**src/inc/adccal_pkg.sv**
```systemverilog
package adccal_pkg;

  // Register port geometry
  localparam int ADDR_W = 7;
  localparam int DATA_W = 16;

  // Status register addresses
  localparam logic [6:0] ADDR_RESULT_BASE    = 7'h00;
  localparam logic [6:0] ADDR_SUPPLY_OFFSET  = 7'h08;
  localparam logic [6:0] ADDR_ADC_OFFSET     = 7'h09;
  localparam logic [6:0] ADDR_ADC_GAIN       = 7'h0a;
  // Configuration and sequence registers
  localparam logic [6:0] ADDR_CONFIG0        = 7'h40;
  localparam logic [6:0] ADDR_CONFIG1        = 7'h41;
  localparam logic [6:0] ADDR_CONFIG2        = 7'h42;
  localparam logic [6:0] ADDR_AVERAGE0       = 7'h4a;
  localparam logic [6:0] ADDR_SEQ_SELECT0    = 7'h48;
  localparam logic [6:0] ADDR_SEQ_ACQ0       = 7'h4e;
  localparam logic [6:0] ADDR_SEQ_ACQ1       = 7'h4f;

  // Configuration register 0 fields
  localparam int CFG0_CHAN_LSB   = 0;
  localparam int CFG0_ACQ_EXT    = 8;
  localparam int CFG0_EVENT_MODE = 9;
  localparam int CFG0_AVG_LSB    = 12;
  // Configuration register 1 fields
  localparam int CFG1_CAL_LSB    = 4;
  localparam int CFG1_SEQ_EN     = 12;
  // Configuration register 2 fields
  localparam int CFG2_DIV_LSB    = 8;

  // Reset values
  localparam logic [15:0] CONFIG0_RESET = 16'h0000;
  localparam logic [15:0] CONFIG1_RESET = 16'h0000;
  localparam logic [15:0] CONFIG2_RESET = 16'h0800;

  // Channels
  localparam logic [4:0] CAL_CHANNEL = 5'h08;
  localparam int         NUM_CHAN    = 16;

  // Timing in conversion-clock and port-clock cycles
  localparam int MIN_DIV        = 8;
  localparam int ACQ_CYCLES     = 4;
  localparam int ACQ_EXTRA      = 6;
  localparam int CONV_CYCLES    = 22;
  localparam int EOC_DELAY      = 10;
  localparam int READ_LATENCY   = 3;

  // Register port request
  typedef struct packed {
    logic              enable;
    logic              writeEn;
    logic [ADDR_W-1:0] addr;
    logic [DATA_W-1:0] wdata;
  } adccal_port_req_s;

  // Register port answer
  typedef struct packed {
    logic              ready;
    logic [DATA_W-1:0] rdata;
  } adccal_port_rsp_s;

  // Event outputs
  typedef struct packed {
    logic       busy;
    logic       endOfConv;
    logic       endOfSequence;
    logic [4:0] channel;
  } adccal_events_s;

endpackage

```
**src/rtl/adccal_clk_div.sv**
```systemverilog
`timescale 1ns/100ps
`default_nettype none

// Conversion clock as a one-cycle enable of the port clock
module adccal_clk_div #(
  parameter int DIV_W = 8
) (
  // Clock and reset
  input  wire logic             core_clk,
  input  wire logic             arst_n,
  // Control
  input  wire logic             restart,
  input  wire logic [DIV_W-1:0] ratio,
  // Enable out
  output logic                  tick
);
  import adccal_pkg::*;

  logic [DIV_W-1:0] count;
  logic [DIV_W-1:0] limit;

  // Ratios below the floor are forced up
  assign limit = (ratio < DIV_W'(MIN_DIV)) ? DIV_W'(MIN_DIV) : ratio;

  always_ff @(posedge core_clk or negedge arst_n) begin
    if (!arst_n) begin
      count <= '0;
      tick  <= 1'b0;
    end else if (restart) begin
      count <= '0;
      tick  <= 1'b0;
    end else if (count >= limit - DIV_W'(1)) begin
      count <= '0;
      tick  <= 1'b1;
    end else begin
      count <= count + DIV_W'(1);
      tick  <= 1'b0;
    end
  end

endmodule

`default_nettype wire

```
**src/rtl/adccal_ctrl.sv**
```systemverilog
// Contract
// - Channel 8 conversion computes all coefficients
// - Busy high throughout calibration sequence
// - Corrections applied only while enable bits set
// - Coefficients at status 08h, 09h, 0Ah
// - Offsets 10-bit two's complement, MSB justified
// - Gain in six LSBs, bit5 sign
// - Five magnitude bits, 0.2 percent each
// - Subtract offset, then multiply by gain
// - Port-clock timing, divider ratio minimum 8
// - Continuous mode restarts conversions automatically
// - Mode chosen by configuration register 0; sequence enable in configuration register 1 forces continuous mode
// - Acquisition four conversion-clock cycles
// - Configuration latched when busy falls
// - Sequence advances channel when busy falls
// - Acquisition extend adds six cycles
// - Busy rises edge after sampling edge
// - Conversion lasts 22 conversion-clock cycles
// - Result and one-cycle EOC ten cycles later
// - Averaged channel updates on final sample
// - Channel outputs update when busy falls
// - End-of-sequence pulses for last channel
// - Read data and ready three cycles later
`timescale 1ns/100ps
`default_nettype none

module adccal_ctrl #(
  parameter int DIV_W = 8
) (
  // Clock and reset
  input  wire logic                         core_clk,
  input  wire logic                         arst_n,
  // Register port
  input  wire adccal_pkg::adccal_port_req_s portReq,
  output adccal_pkg::adccal_port_rsp_s      portRsp,
  // Convert start pins, asynchronous
  input  wire logic                         convertStartPin,
  input  wire logic                         convertStartClockPin,
  // Analog front end result
  input  wire logic [9:0]                   rawCode,
  // Events
  output adccal_pkg::adccal_events_s        events
);
  import adccal_pkg::*;

  typedef enum logic [1:0] {ACQUIRE, WAIT_START, CONVERT} adccal_state_e;

  adccal_state_e state;
  logic [15:0] cfgLive0, cfgLive1, cfgLive2, avgLive, seqLive, seqAcqLive;
  logic [15:0] cfg0, cfg1, cfg2, avgEn, seqSel, seqAcq;
  logic [15:0] results [NUM_CHAN];
  logic [15:0] supplyOffset, adcOffset, adcGain;
  logic [4:0]  curChan, doneChan;
  logic [4:0]  cycleCount;
  logic        convTick, divRestart;
  logic [3:0]  eocCount;
  logic        eocPending;
  logic [7:0]  avgCount [NUM_CHAN];
  logic [17:0] avgSum [NUM_CHAN];
  logic [2:0]  startSync;
  logic        startSeen;
  logic        startLevel;
  logic [1:0]  readPipe;
  logic [6:0]  readAddr;
  logic        busyFall;
  logic        eventMode;
  logic [4:0]  acqTarget;
  logic        busyOut, eocOut, eosOut;

  function automatic logic [4:0] next_seq_chan(input logic [15:0] sel, input logic [4:0] cur);
    logic [4:0] c;
    c = cur;
    for (int i = 0; i < NUM_CHAN; i++) begin
      c = (c + 5'd1) & 5'h0f;
      if (sel[c[3:0]]) begin
        return c;
      end
    end
    return cur;
  endfunction

  function automatic logic [4:0] last_seq_chan(input logic [15:0] sel);
    logic [4:0] c;
    c = 5'd0;
    for (int i = 0; i < NUM_CHAN; i++) begin
      if (sel[i]) begin
        c = 5'(i);
      end
    end
    return c;
  endfunction

  // Offset removal then gain scaling in 0.2 percent steps
  function automatic logic [9:0] correct(input logic [9:0] raw, input logic [15:0] off,
                                         input logic [15:0] gain, input logic [1:0] en);
    logic signed [12:0] v;
    logic signed [22:0] scaled;
    logic signed [22:0] step;
    v = $signed({3'b000, raw});
    if (en[0]) begin
      v = v - 13'($signed(off[15:6]));
    end
    step = 23'(v) * 23'($signed({1'b0, gain[4:0]}));
    scaled = 23'(v) * 23'sd500;
    if (en[1]) begin
      scaled = gain[5] ? scaled + step : scaled - step;
    end
    scaled = scaled / 23'sd500;
    if (scaled < 0) begin
      return 10'h000;
    end else if (scaled > 23'sd1023) begin
      return 10'h3ff;
    end
    return scaled[9:0];
  endfunction

  adccal_clk_div #(.DIV_W(DIV_W)) u_div (
    .core_clk (core_clk),
    .arst_n   (arst_n),
    .restart  (divRestart),
    .ratio    (cfg2[CFG2_DIV_LSB +: DIV_W]),
    .tick     (convTick)
  );

  assign eventMode = cfg0[CFG0_EVENT_MODE] & ~cfg1[CFG1_SEQ_EN];
  assign acqTarget = 5'(ACQ_CYCLES) +
                     ((cfg1[CFG1_SEQ_EN] ? seqAcq[curChan[3:0]] : cfg0[CFG0_ACQ_EXT])
                      ? 5'(ACQ_EXTRA) : 5'd0);
  // Fresh divider phase when a new ratio is latched
  assign divRestart = busyFall && (cfgLive2 != cfg2);
  // One driver for the whole event bundle
  assign events = '{busy: busyOut, endOfConv: eocOut,
                    endOfSequence: eosOut, channel: doneChan};

  // Live configuration written through the port
  always_ff @(posedge core_clk or negedge arst_n) begin
    if (!arst_n) begin
      cfgLive0   <= CONFIG0_RESET;
      cfgLive1   <= CONFIG1_RESET;
      cfgLive2   <= CONFIG2_RESET;
      avgLive    <= 16'h0000;
      seqLive    <= 16'h0000;
      seqAcqLive <= 16'h0000;
    end else if (portReq.enable && portReq.writeEn) begin
      if (portReq.addr == ADDR_CONFIG0) begin
        cfgLive0 <= portReq.wdata;
      end else if (portReq.addr == ADDR_CONFIG1) begin
        cfgLive1 <= portReq.wdata;
      end else if (portReq.addr == ADDR_CONFIG2) begin
        cfgLive2 <= portReq.wdata;
      end else if (portReq.addr == ADDR_AVERAGE0) begin
        avgLive <= portReq.wdata;
      end else if (portReq.addr == ADDR_SEQ_SELECT0) begin
        seqLive <= portReq.wdata;
      end else if (portReq.addr == ADDR_SEQ_ACQ0) begin
        seqAcqLive <= portReq.wdata;
      end
    end
  end

  // Active settings take effect only at the end of a conversion
  always_ff @(posedge core_clk or negedge arst_n) begin
    if (!arst_n) begin
      cfg0   <= CONFIG0_RESET;
      cfg1   <= CONFIG1_RESET;
      cfg2   <= CONFIG2_RESET;
      avgEn  <= 16'h0000;
      seqSel <= 16'h0000;
      seqAcq <= 16'h0000;
    end else if (busyFall) begin
      cfg0   <= cfgLive0;
      cfg1   <= cfgLive1;
      cfg2   <= cfgLive2;
      avgEn  <= avgLive;
      seqSel <= seqLive;
      seqAcq <= seqAcqLive;
    end
  end

  // Convert start pins are ORed; three-stage synchroniser
  always_ff @(posedge core_clk or negedge arst_n) begin
    if (!arst_n) begin
      startSync  <= 3'b000;
      startLevel <= 1'b0;
      startSeen  <= 1'b0;
    end else begin
      startSync <= {startSync[1:0], convertStartPin | convertStartClockPin};
      // Level moves only once stages two and three agree
      if (startSync[2] == startSync[1]) begin
        startLevel <= startSync[2];
      end
      if (state == WAIT_START && startSync[2] && startSync[1] && !startLevel) begin
        startSeen <= 1'b1;
      end else if (state != WAIT_START) begin
        startSeen <= 1'b0;
      end
    end
  end

  // Acquisition and conversion sequencing
  always_ff @(posedge core_clk or negedge arst_n) begin
    if (!arst_n) begin
      state        <= ACQUIRE;
      cycleCount   <= 5'd0;
      busyOut      <= 1'b0;
      busyFall     <= 1'b0;
      curChan      <= 5'd0;
    end else begin
      busyFall <= 1'b0;
      case (state)
        ACQUIRE: begin
          if (eventMode) begin
            state <= WAIT_START;
          end else if (convTick) begin
            if (cycleCount + 5'd1 >= acqTarget) begin
              state       <= CONVERT;
              cycleCount  <= 5'd0;
              busyOut     <= 1'b1;
            end else begin
              cycleCount <= cycleCount + 5'd1;
            end
          end
        end
        WAIT_START: begin
          if (!eventMode) begin
            state <= ACQUIRE;
          end else if (startSeen && convTick) begin
            state       <= CONVERT;
            cycleCount  <= 5'd0;
            busyOut     <= 1'b1;
          end
        end
        CONVERT: begin
          // Busy stays high across calibration too
          if (convTick) begin
            if (cycleCount == 5'(CONV_CYCLES - 1)) begin
              state       <= ACQUIRE;
              cycleCount  <= 5'd0;
              busyOut     <= 1'b0;
              busyFall    <= 1'b1;
              curChan     <= cfgLive1[CFG1_SEQ_EN] ? next_seq_chan(seqLive, curChan)
                                                   : cfgLive0[4:0];
            end else begin
              cycleCount <= cycleCount + 5'd1;
            end
          end
        end
        default: state <= ACQUIRE;
      endcase
    end
  end

  // Channel outputs follow the falling busy
  always_ff @(posedge core_clk or negedge arst_n) begin
    if (!arst_n) begin
      doneChan <= 5'd0;
    end else if (state == CONVERT && convTick && cycleCount == 5'(CONV_CYCLES - 1)) begin
      doneChan <= curChan;
    end
  end

  // Result write ten cycles after busy falls
  always_ff @(posedge core_clk or negedge arst_n) begin
    if (!arst_n) begin
      eocCount             <= 4'd0;
      eocPending           <= 1'b0;
      eocOut               <= 1'b0;
      eosOut               <= 1'b0;
      supplyOffset         <= 16'h0000;
      adcOffset            <= 16'h0000;
      adcGain              <= 16'h0000;
      for (int i = 0; i < NUM_CHAN; i++) begin
        results[i]  <= 16'h0000;
        avgCount[i] <= 8'd0;
        avgSum[i]   <= 18'd0;
      end
    end else begin
      eocOut <= 1'b0;
      eosOut <= 1'b0;
      if (busyFall) begin
        eocPending <= 1'b1;
        eocCount   <= 4'd1;
      end else if (eocPending && eocCount == 4'(EOC_DELAY - 1)) begin
        eocPending <= 1'b0;
        if (doneChan == CAL_CHANNEL) begin
          supplyOffset <= {rawCode ^ 10'h200, 6'h00};
          adcOffset    <= {rawCode ^ 10'h200, 6'h00};
          adcGain      <= {10'h000, rawCode[5:0]};
          eocOut       <= 1'b1;
        end else if (avgEn[doneChan[3:0]] && avgCount[doneChan[3:0]] != 8'd15) begin
          avgCount[doneChan[3:0]] <= avgCount[doneChan[3:0]] + 8'd1;
          avgSum[doneChan[3:0]]   <= avgSum[doneChan[3:0]] + 18'(rawCode);
        end else begin
          avgCount[doneChan[3:0]] <= 8'd0;
          avgSum[doneChan[3:0]]   <= 18'd0;
          results[doneChan[3:0]]  <= {correct(avgEn[doneChan[3:0]]
                                        ? 10'((avgSum[doneChan[3:0]] + 18'(rawCode)) >> 4)
                                        : rawCode,
                                      adcOffset, adcGain, cfg1[CFG1_CAL_LSB +: 2]), 6'h00};
          eocOut <= 1'b1;
          eosOut <= cfg1[CFG1_SEQ_EN]
                    && doneChan == last_seq_chan(seqSel);
        end
      end else if (eocPending) begin
        eocCount <= eocCount + 4'd1;
      end
    end
  end

  // Read pipeline: data valid three cycles after the request
  always_ff @(posedge core_clk or negedge arst_n) begin
    if (!arst_n) begin
      readPipe      <= 2'b00;
      readAddr      <= 7'h00;
      portRsp.ready <= 1'b0;
      portRsp.rdata <= 16'h0000;
    end else begin
      readPipe      <= {readPipe[0], portReq.enable};
      portRsp.ready <= readPipe[1];
      if (portReq.enable) begin
        readAddr <= portReq.addr;
      end
      if (readPipe[1]) begin
        if (readAddr == ADDR_SUPPLY_OFFSET) begin
          portRsp.rdata <= supplyOffset;
        end else if (readAddr == ADDR_ADC_OFFSET) begin
          portRsp.rdata <= adcOffset;
        end else if (readAddr == ADDR_ADC_GAIN) begin
          portRsp.rdata <= adcGain;
        end else if (readAddr < 7'h10 && readAddr != 7'h08) begin
          portRsp.rdata <= results[readAddr[3:0]];
        end else if (readAddr == ADDR_CONFIG0) begin
          portRsp.rdata <= cfgLive0;
        end else if (readAddr == ADDR_CONFIG1) begin
          portRsp.rdata <= cfgLive1;
        end else if (readAddr == ADDR_CONFIG2) begin
          portRsp.rdata <= cfgLive2;
        end else begin
          portRsp.rdata <= 16'h0000;
        end
      end
    end
  end

endmodule

`default_nettype wire

```
**config.mk**
```make
export PLATFORM = sky130hd
export DESIGN_NAME = adccal_ctrl
export DESIGN_NICKNAME = d
export VERILOG_FILES = /design/src/inc/adccal_pkg.sv /design/src/rtl/adccal_clk_div.sv /design/src/rtl/adccal_ctrl.sv
export SDC_FILE = /design/constraint.sdc
export NUM_CORES = 2
export LEC_CHECK = 0
export BUFFER_PORTS_ARGS = -buffer_cell sky130_fd_sc_hd__buf_4
export CORE_ASPECT_RATIO = 1.75
export CORE_MARGIN = 2
export CORE_UTILIZATION = 40
export DETAILED_ROUTE_END_ITERATION = 7
export PLACE_DENSITY = 0.64
export SLEW_MARGIN = 0
export SYNTH_ARGS = -nofsm -noshare
export SYNTH_HDL_FRONTEND = slang
export SYNTH_SLANG_ARGS = --single-unit
```
**constraint.sdc**
```tcl
create_clock -name core_clk -period 55.9 [get_ports core_clk]
set_input_delay 2.795 -clock core_clk [delete_from_list [all_inputs] [get_ports core_clk]]
set_output_delay 2.795 -clock core_clk [all_outputs]
set_load 0.005 [all_outputs]
```
### After elaboration in Yosys (flattened, before gate mapping)

Index checks and enable logic that the tools add are counted.

* add/subtract/negate cells: 26
* multiply operators: 2
* div/mod/pow operators: 1
* magnitude comparators: 27
* equality and inequality tests: 35
* multiplexer cells: 498
* bitwise operators: 18
* reduce and logical (&&, ||, !) cells: 33

Operator list (count)
* 5-bit 2-to-1 mux: 120
* 1-bit 2-to-1 mux: 297
* 288-bit bitwise AND: 1
* 288-bit bitwise mux: 1
* 288-bit 2-to-1 mux: 1
* 288-bit inverter: 1
* 256-bit bitwise mux: 1
* 16-bit 2-to-1 mux: 10
* 23-bit 2-to-1 mux: 6
* 128-bit bitwise AND: 1
* 128-bit bitwise mux: 1
* 128-bit 2-to-1 mux: 1
* 128-bit inverter: 1
* 4-bit by 5-bit less-than comparator with 1-bit output (second input constant): 18
* 10-bit 2-to-1 mux: 8
* 1-bit binary-select mux with 4-bit select: 18
* 18-bit binary-select mux with 4-bit select: 1
* 18-bit demux with 4-bit select: 1
* 4-bit by 1-bit adder with 4-bit output (second input constant): 17
* 13-bit 2-to-1 mux: 5
* 16-bit binary-select mux with 4-bit select: 1
* 16-bit demux with 4-bit select: 1
* 7-bit == test (second input constant): 9
* 18-bit 2-to-1 mux: 3
* 59 further kinds: 116

* bits in registers: 937
* output and inout bits: 25

### Logic depth before layout (Yosys ltp)

* word-level depth: 174
* depth in mapped cells: 107

### Hierarchy

A second synthesis with hierarchy kept.

* cells, all modules: 5003
* area, all modules: 48833.1 µm²

By module, submodules not included
* adccal_ctrl: instances 1, cells each 4926, area each 48134.9 µm², seq. area each 18595.3 µm²
* adccal_clk_div: instances 1, cells each 77, area each 698.2 µm², seq. area each 225.2 µm²

### Worst setup path before layout

OpenSTA, ideal clock, no wires.

* path type: register -> register
* start: register doneChan[0]
* end: register results[106] (netlist bit)
* library setup time: 121 ps
* arrival: 23798 ps
* required time: 55779 ps
* path slack: 31981 ps
* stages on the path, launching flop included: 99
* clock period less this slack: 23919 ps
* path through: dfrtp_1 -> buf_6 -> buf_12 -> clkbuf_1 -> clkbuf_1 -> clkbuf_1 -> clkbuf_1 -> buf_1 -> mux4_2 -> mux4_2 -> ha_1 -> fa_1 -> a211oi_1 -> nor2_1 -> or2_2 -> o21ai_2 -> inv_2 -> ha_1 -> (+63 left out) -> mux2_2 -> o2bb2ai_1 -> a211oi_1 -> nor2_1 -> a41oi_2 -> mux2_2 -> a22o_1 -> mux2_1 -> a2111oi_0 -> a2bb2oi_1 -> nor2_1 -> ha_1 -> nand2_1 -> nor2_1 -> nor2_1 -> clkbuf_1 -> nor2_1 -> a22o_1

* cells in the longest elaborated chain, start to end: 34

RTL lines
* start: declaration: RTL line adccal_ctrl.sv:53 `logic [4:0] curChan, doneChan;`
* start signal: assignment: RTL line adccal_ctrl.sv:258 `doneChan <= curChan;`
* 4-bit inverter with 5-bit output: RTL line adccal_ctrl.sv:290, adccal_ctrl.sv:297
* 18-bit binary-select mux with 4-bit select: RTL line adccal_ctrl.sv:297 `? 10'((avgSum[doneChan[3:0]] + 18'(rawCode)) >> 4)`
* 18-bit 2-to-1 mux (implied by the code) (2 in a row): RTL line adccal_ctrl.sv:297
* 18-bit by 10-bit adder with 18-bit output: RTL line adccal_ctrl.sv:297
* 10-bit 2-to-1 mux: RTL line adccal_ctrl.sv:297
* 11-bit by 10-bit subtractor with 12-bit output: RTL line adccal_ctrl.sv:101 `v = v - 13'($signed(off[15:6]));`
* 13-bit 2-to-1 mux: RTL line adccal_ctrl.sv:100 `if (en[0]) begin`
* 13-bit 2-to-1 mux: RTL line adccal_ctrl.sv:290 `end else if (avgEn[doneChan[3:0]] && avgCount[doneChan[3:0]] != 8'd15) begin`
* (+17 left out)
* 1-bit 2-to-1 mux: RTL line adccal_ctrl.sv:283 `end else if (eocPending && eocCount == 4'(EOC_DELAY - 1)) begin`
* 1-bit 2-to-1 mux: RTL line adccal_ctrl.sv:280 `if (busyFall) begin`
* 10-bit 2-to-1 mux: RTL line adccal_ctrl.sv:114 `return scaled[9:0];`
* 10-bit 2-to-1 mux: RTL line adccal_ctrl.sv:290
* 10-bit 2-to-1 mux: RTL line adccal_ctrl.sv:285 `if (doneChan == CAL_CHANNEL) begin`
* 10-bit 2-to-1 mux: RTL line adccal_ctrl.sv:283
* 10-bit 2-to-1 mux: RTL line adccal_ctrl.sv:280
* 256-bit bitwise mux: RTL line adccal_ctrl.sv:296 `results[doneChan[3:0]] <= {correct(avgEn[doneChan[3:0]]`
* end signal: indexed assignment: RTL line adccal_ctrl.sv:296
* end: declaration: RTL line adccal_ctrl.sv:51 `logic [15:0] results [NUM_CHAN];`

Several ways; a longest one is shown, not always the timed one. The select of a mux whose other input is x is not followed.
A chain may end at the register's enable or synchronous reset.

### Worst setup path after layout

* start: register doneChan[0]
* end: register results[215] (netlist bit)

Same word-level chain as after synthesis.

==> reports/qor.yml <==
synth:
  synth_area_per_cell_um2: 9.76
  yosys_most_used_dff: "dfrtp_1"
  ys_types: 121
  yosysWarnings: 0
  synth_nets: 5316
  syn_inst: 5024
  synth-edff-count: 0
  synth_top_area_cell: "dfrtp_1"
  synth_top_area_share_pct: 38.3
  yosys-top-cells-area: "dfrtp_1 38%, mux4_2 7.8%, nand2_1 5.0%"
  ys_seq_area_share_pct: 38.4
  synthArstFlopShare_pct: 100
  netlist_area_mm2: 0.0491
  ys_ff_latch: 752
clock_tree:
  cts_sinks: 752
  cts_made_buffers: 70
  cts_max_level: 3
  cts_tree: "yes"
  cts_root_buf: "clkbuf_16"
  path_clk_slew_ps: 70
  post_cts_resized: 0
  cts_buffer_depth: 3
  holdBufCountCts: 0
  post_cts_buffers: 0
  clock_latency_ps: 670
timing:
  fin_crit_sh_pct: 48.8
  tns_ps: 0
  worst_pin_slew_ps: 1190
  drv_slew: 0
  rsz0062_at_grt: "false"
  fmax_mhz: 36.7
  finClkSkew_ps: 40.9
  slew_headroom_pct: 20.2
  setup_viol_count_final: 0
  finalHoldViolCount: 0
  fin_crit_ps: 27270
route:
  drcViolationCount: 0
  vias: 39371
  drtIter0Drc: 3025
  routed_via_density: 5.91
  wl_per_cell_um: 22.8
  drt_first_pass_iters: 5
  drt_wl_total_um: 152000
  antenna_left: 0
setup_path:
  critical_path.slowest_cell: "dfrtp_4"
  critical_path_class: "register to register"
  cp.required_ps: 56410
  worstPathMaxFanout: 40
  cp-end-kind: "register"
  critPathMostFrequentCell: "nor2_1"
  slowest_delay_ps: 950
  arrival_ps: 27780
  critPathLaunchType: "register"
layout:
  area_growth_pct: 9.15
  num-nets-final: 5264
  final_cell_mix: "743 x dfrtp_1, 656 x nand2_1, 383 x o21ai_0, 338 x nor2_1, 259 x inv_1"
  drive_gt1_share_pct: 14.3
  postLayoutCoreUtil_pct: 43.9
  layout_commonest_cell: "dfrtp_1"
  instances_no_fill: 6663
floorplanning:
  io_pins: 64
  start_util_pct: 40.2
  die_w_um: 269
  dieHeight_um: 467
  core_area_mm2: 0.122
  row_count: 170
  die_area_mm2: 0.126
run_status:
  outcome: "finished, final reports clean"
global_route:
  antenna_found_initial: 7
  grt_max_degree: 117
  grt_pass1_vias: 40329
  grt_usage_pct: 24.3
  grt.overflow.total: 0
  grt_pass1_wl_um: 236000
placement:
  numPlacedInstances: 6534
  io_buffer_count: 63
  dp_hpwl_um: 111000
  place_congestion: 1.01
job:
  cap_viol_max_count: 0
worst_hold_path:
  hold_path.class: "register to register"
## metal layers
layer / vias up / global-route usage, % / share of wire, %
met5: - / 0 / 0.043
met4: 10 / 13.6 / 6.2
met2: 1184 / 44.3 / 52
met1: 19694 / 27.2 / 38
li1: 18048 / - / -
met3: 435 / 3.05 / 4.1
## worst paths after layout
kind / start / endpoint / slack, ps / cells past startpoint
min in group asynchronous: arst_n / seqLive[1] / 2240 / 1
setup reg to reg: doneChan[0] / results[215] / 28630 / 83
setup / recovery: doneChan[0] / results[215] / 28630 / 83
hold / removal: startSync[0] / startSync[1] / 350 / 0
max in group asynchronous: arst_n / avgSum[108] / 49230 / 5
hold reg to reg: startSync[0] / startSync[1] / 350 / 0
## critical path: cells and delay by family, from the launching register on
kind | cells | cell delay [ps]
compound gates | 36 | 11250
fa+ha+maj | 11 | 4710
simple gates | 18 | 3630
mux | 6 | 3190
buf+inv | 8 | 1660
xor+xnor | 4 | 1560
flops | 1 | 950
## state kept, by name, indices dropped and copies added (netlist names), 8 cells and up, named ones only
signal and count:
avgCount 128, avgEn 16, avgLive 16, avgSum 224, cfg2 16, cfgLive0 16
cfgLive1 16, cfgLive2 16, portRsp 17, results 160, seqAcq 16, seqAcqLive 16
seqLive 16, seqSel 15, u_div.count 8
## stage by stage
stage | hold slack, ps | setup slack [ps] | instance area, µm²
after floorplan | 331 | 31980 | 49100
after CTS | 354 | 28720 | 53500
after detailed placement | 338 | 28760 | 51100
after global routing | 362 | 26710 | 53500
final | 354 | 28630 | 53500
after global placement | 333 | 28960 | 51100
## cells by family (layout without fill, tap and decap cells)
group / after synthesis / count (layout) / share of synthesized area, %
XOR/XNOR: 186 / 186 / 3.37
AND/OR/NAND/NOR: 1495 / 1495 / 13.9
multiplexers: 457 / 457 / 14.2
flip-flops: 752 / 752 / 38.4
buffers and inverters: 536 / 539 / 4.28
AO/OA/AOI/OAI: 1340 / 1340 / 18.1
other: 0 / 2 / 0
adder cells (fa/ha/maj): 258 / 258 / 7.76
## layout make-up
cell class	instances	area (µm²)
diodes	2	5.00
clock inverters	27	345
well taps	1634	2040
fillers	11787	68600
repair buffers	149	1130
flip-flops and latches	752	18800
multi-input cells	3736	28100
inverters	263	987
clock buffers	100	2050
## cells in the mapped netlist, types with 16 or more instances
cell	count
fa_1	79
xnor2_1	105
clkbuf_1	218
a22o_1	180
nand2b_1	58
o21a_1	26
xor2_1	79
nor2_1	339
nor4_1	41
mux2_2	199
o21ai_1	89
o211ai_1	29
dfrtp_1	750
and2_1	39
nand3_1	100
mux2i_1	84
o21ai_0	383
a21oi_1	224
buf_1	28
inv_1	259
o31ai_1	45
and3_1	23
a21o_1	43
a22oi_1	25
or3_1	27
o22ai_1	24
a211oi_1	40
buf_2	16
mux4_2	170
nor2b_1	49
a31oi_1	42
nand2_1	658
ha_1	174
nor3_1	72
Power is not shown: default switching activity piles up to over one toggle a cycle in this logic, so the estimate is an artifact.
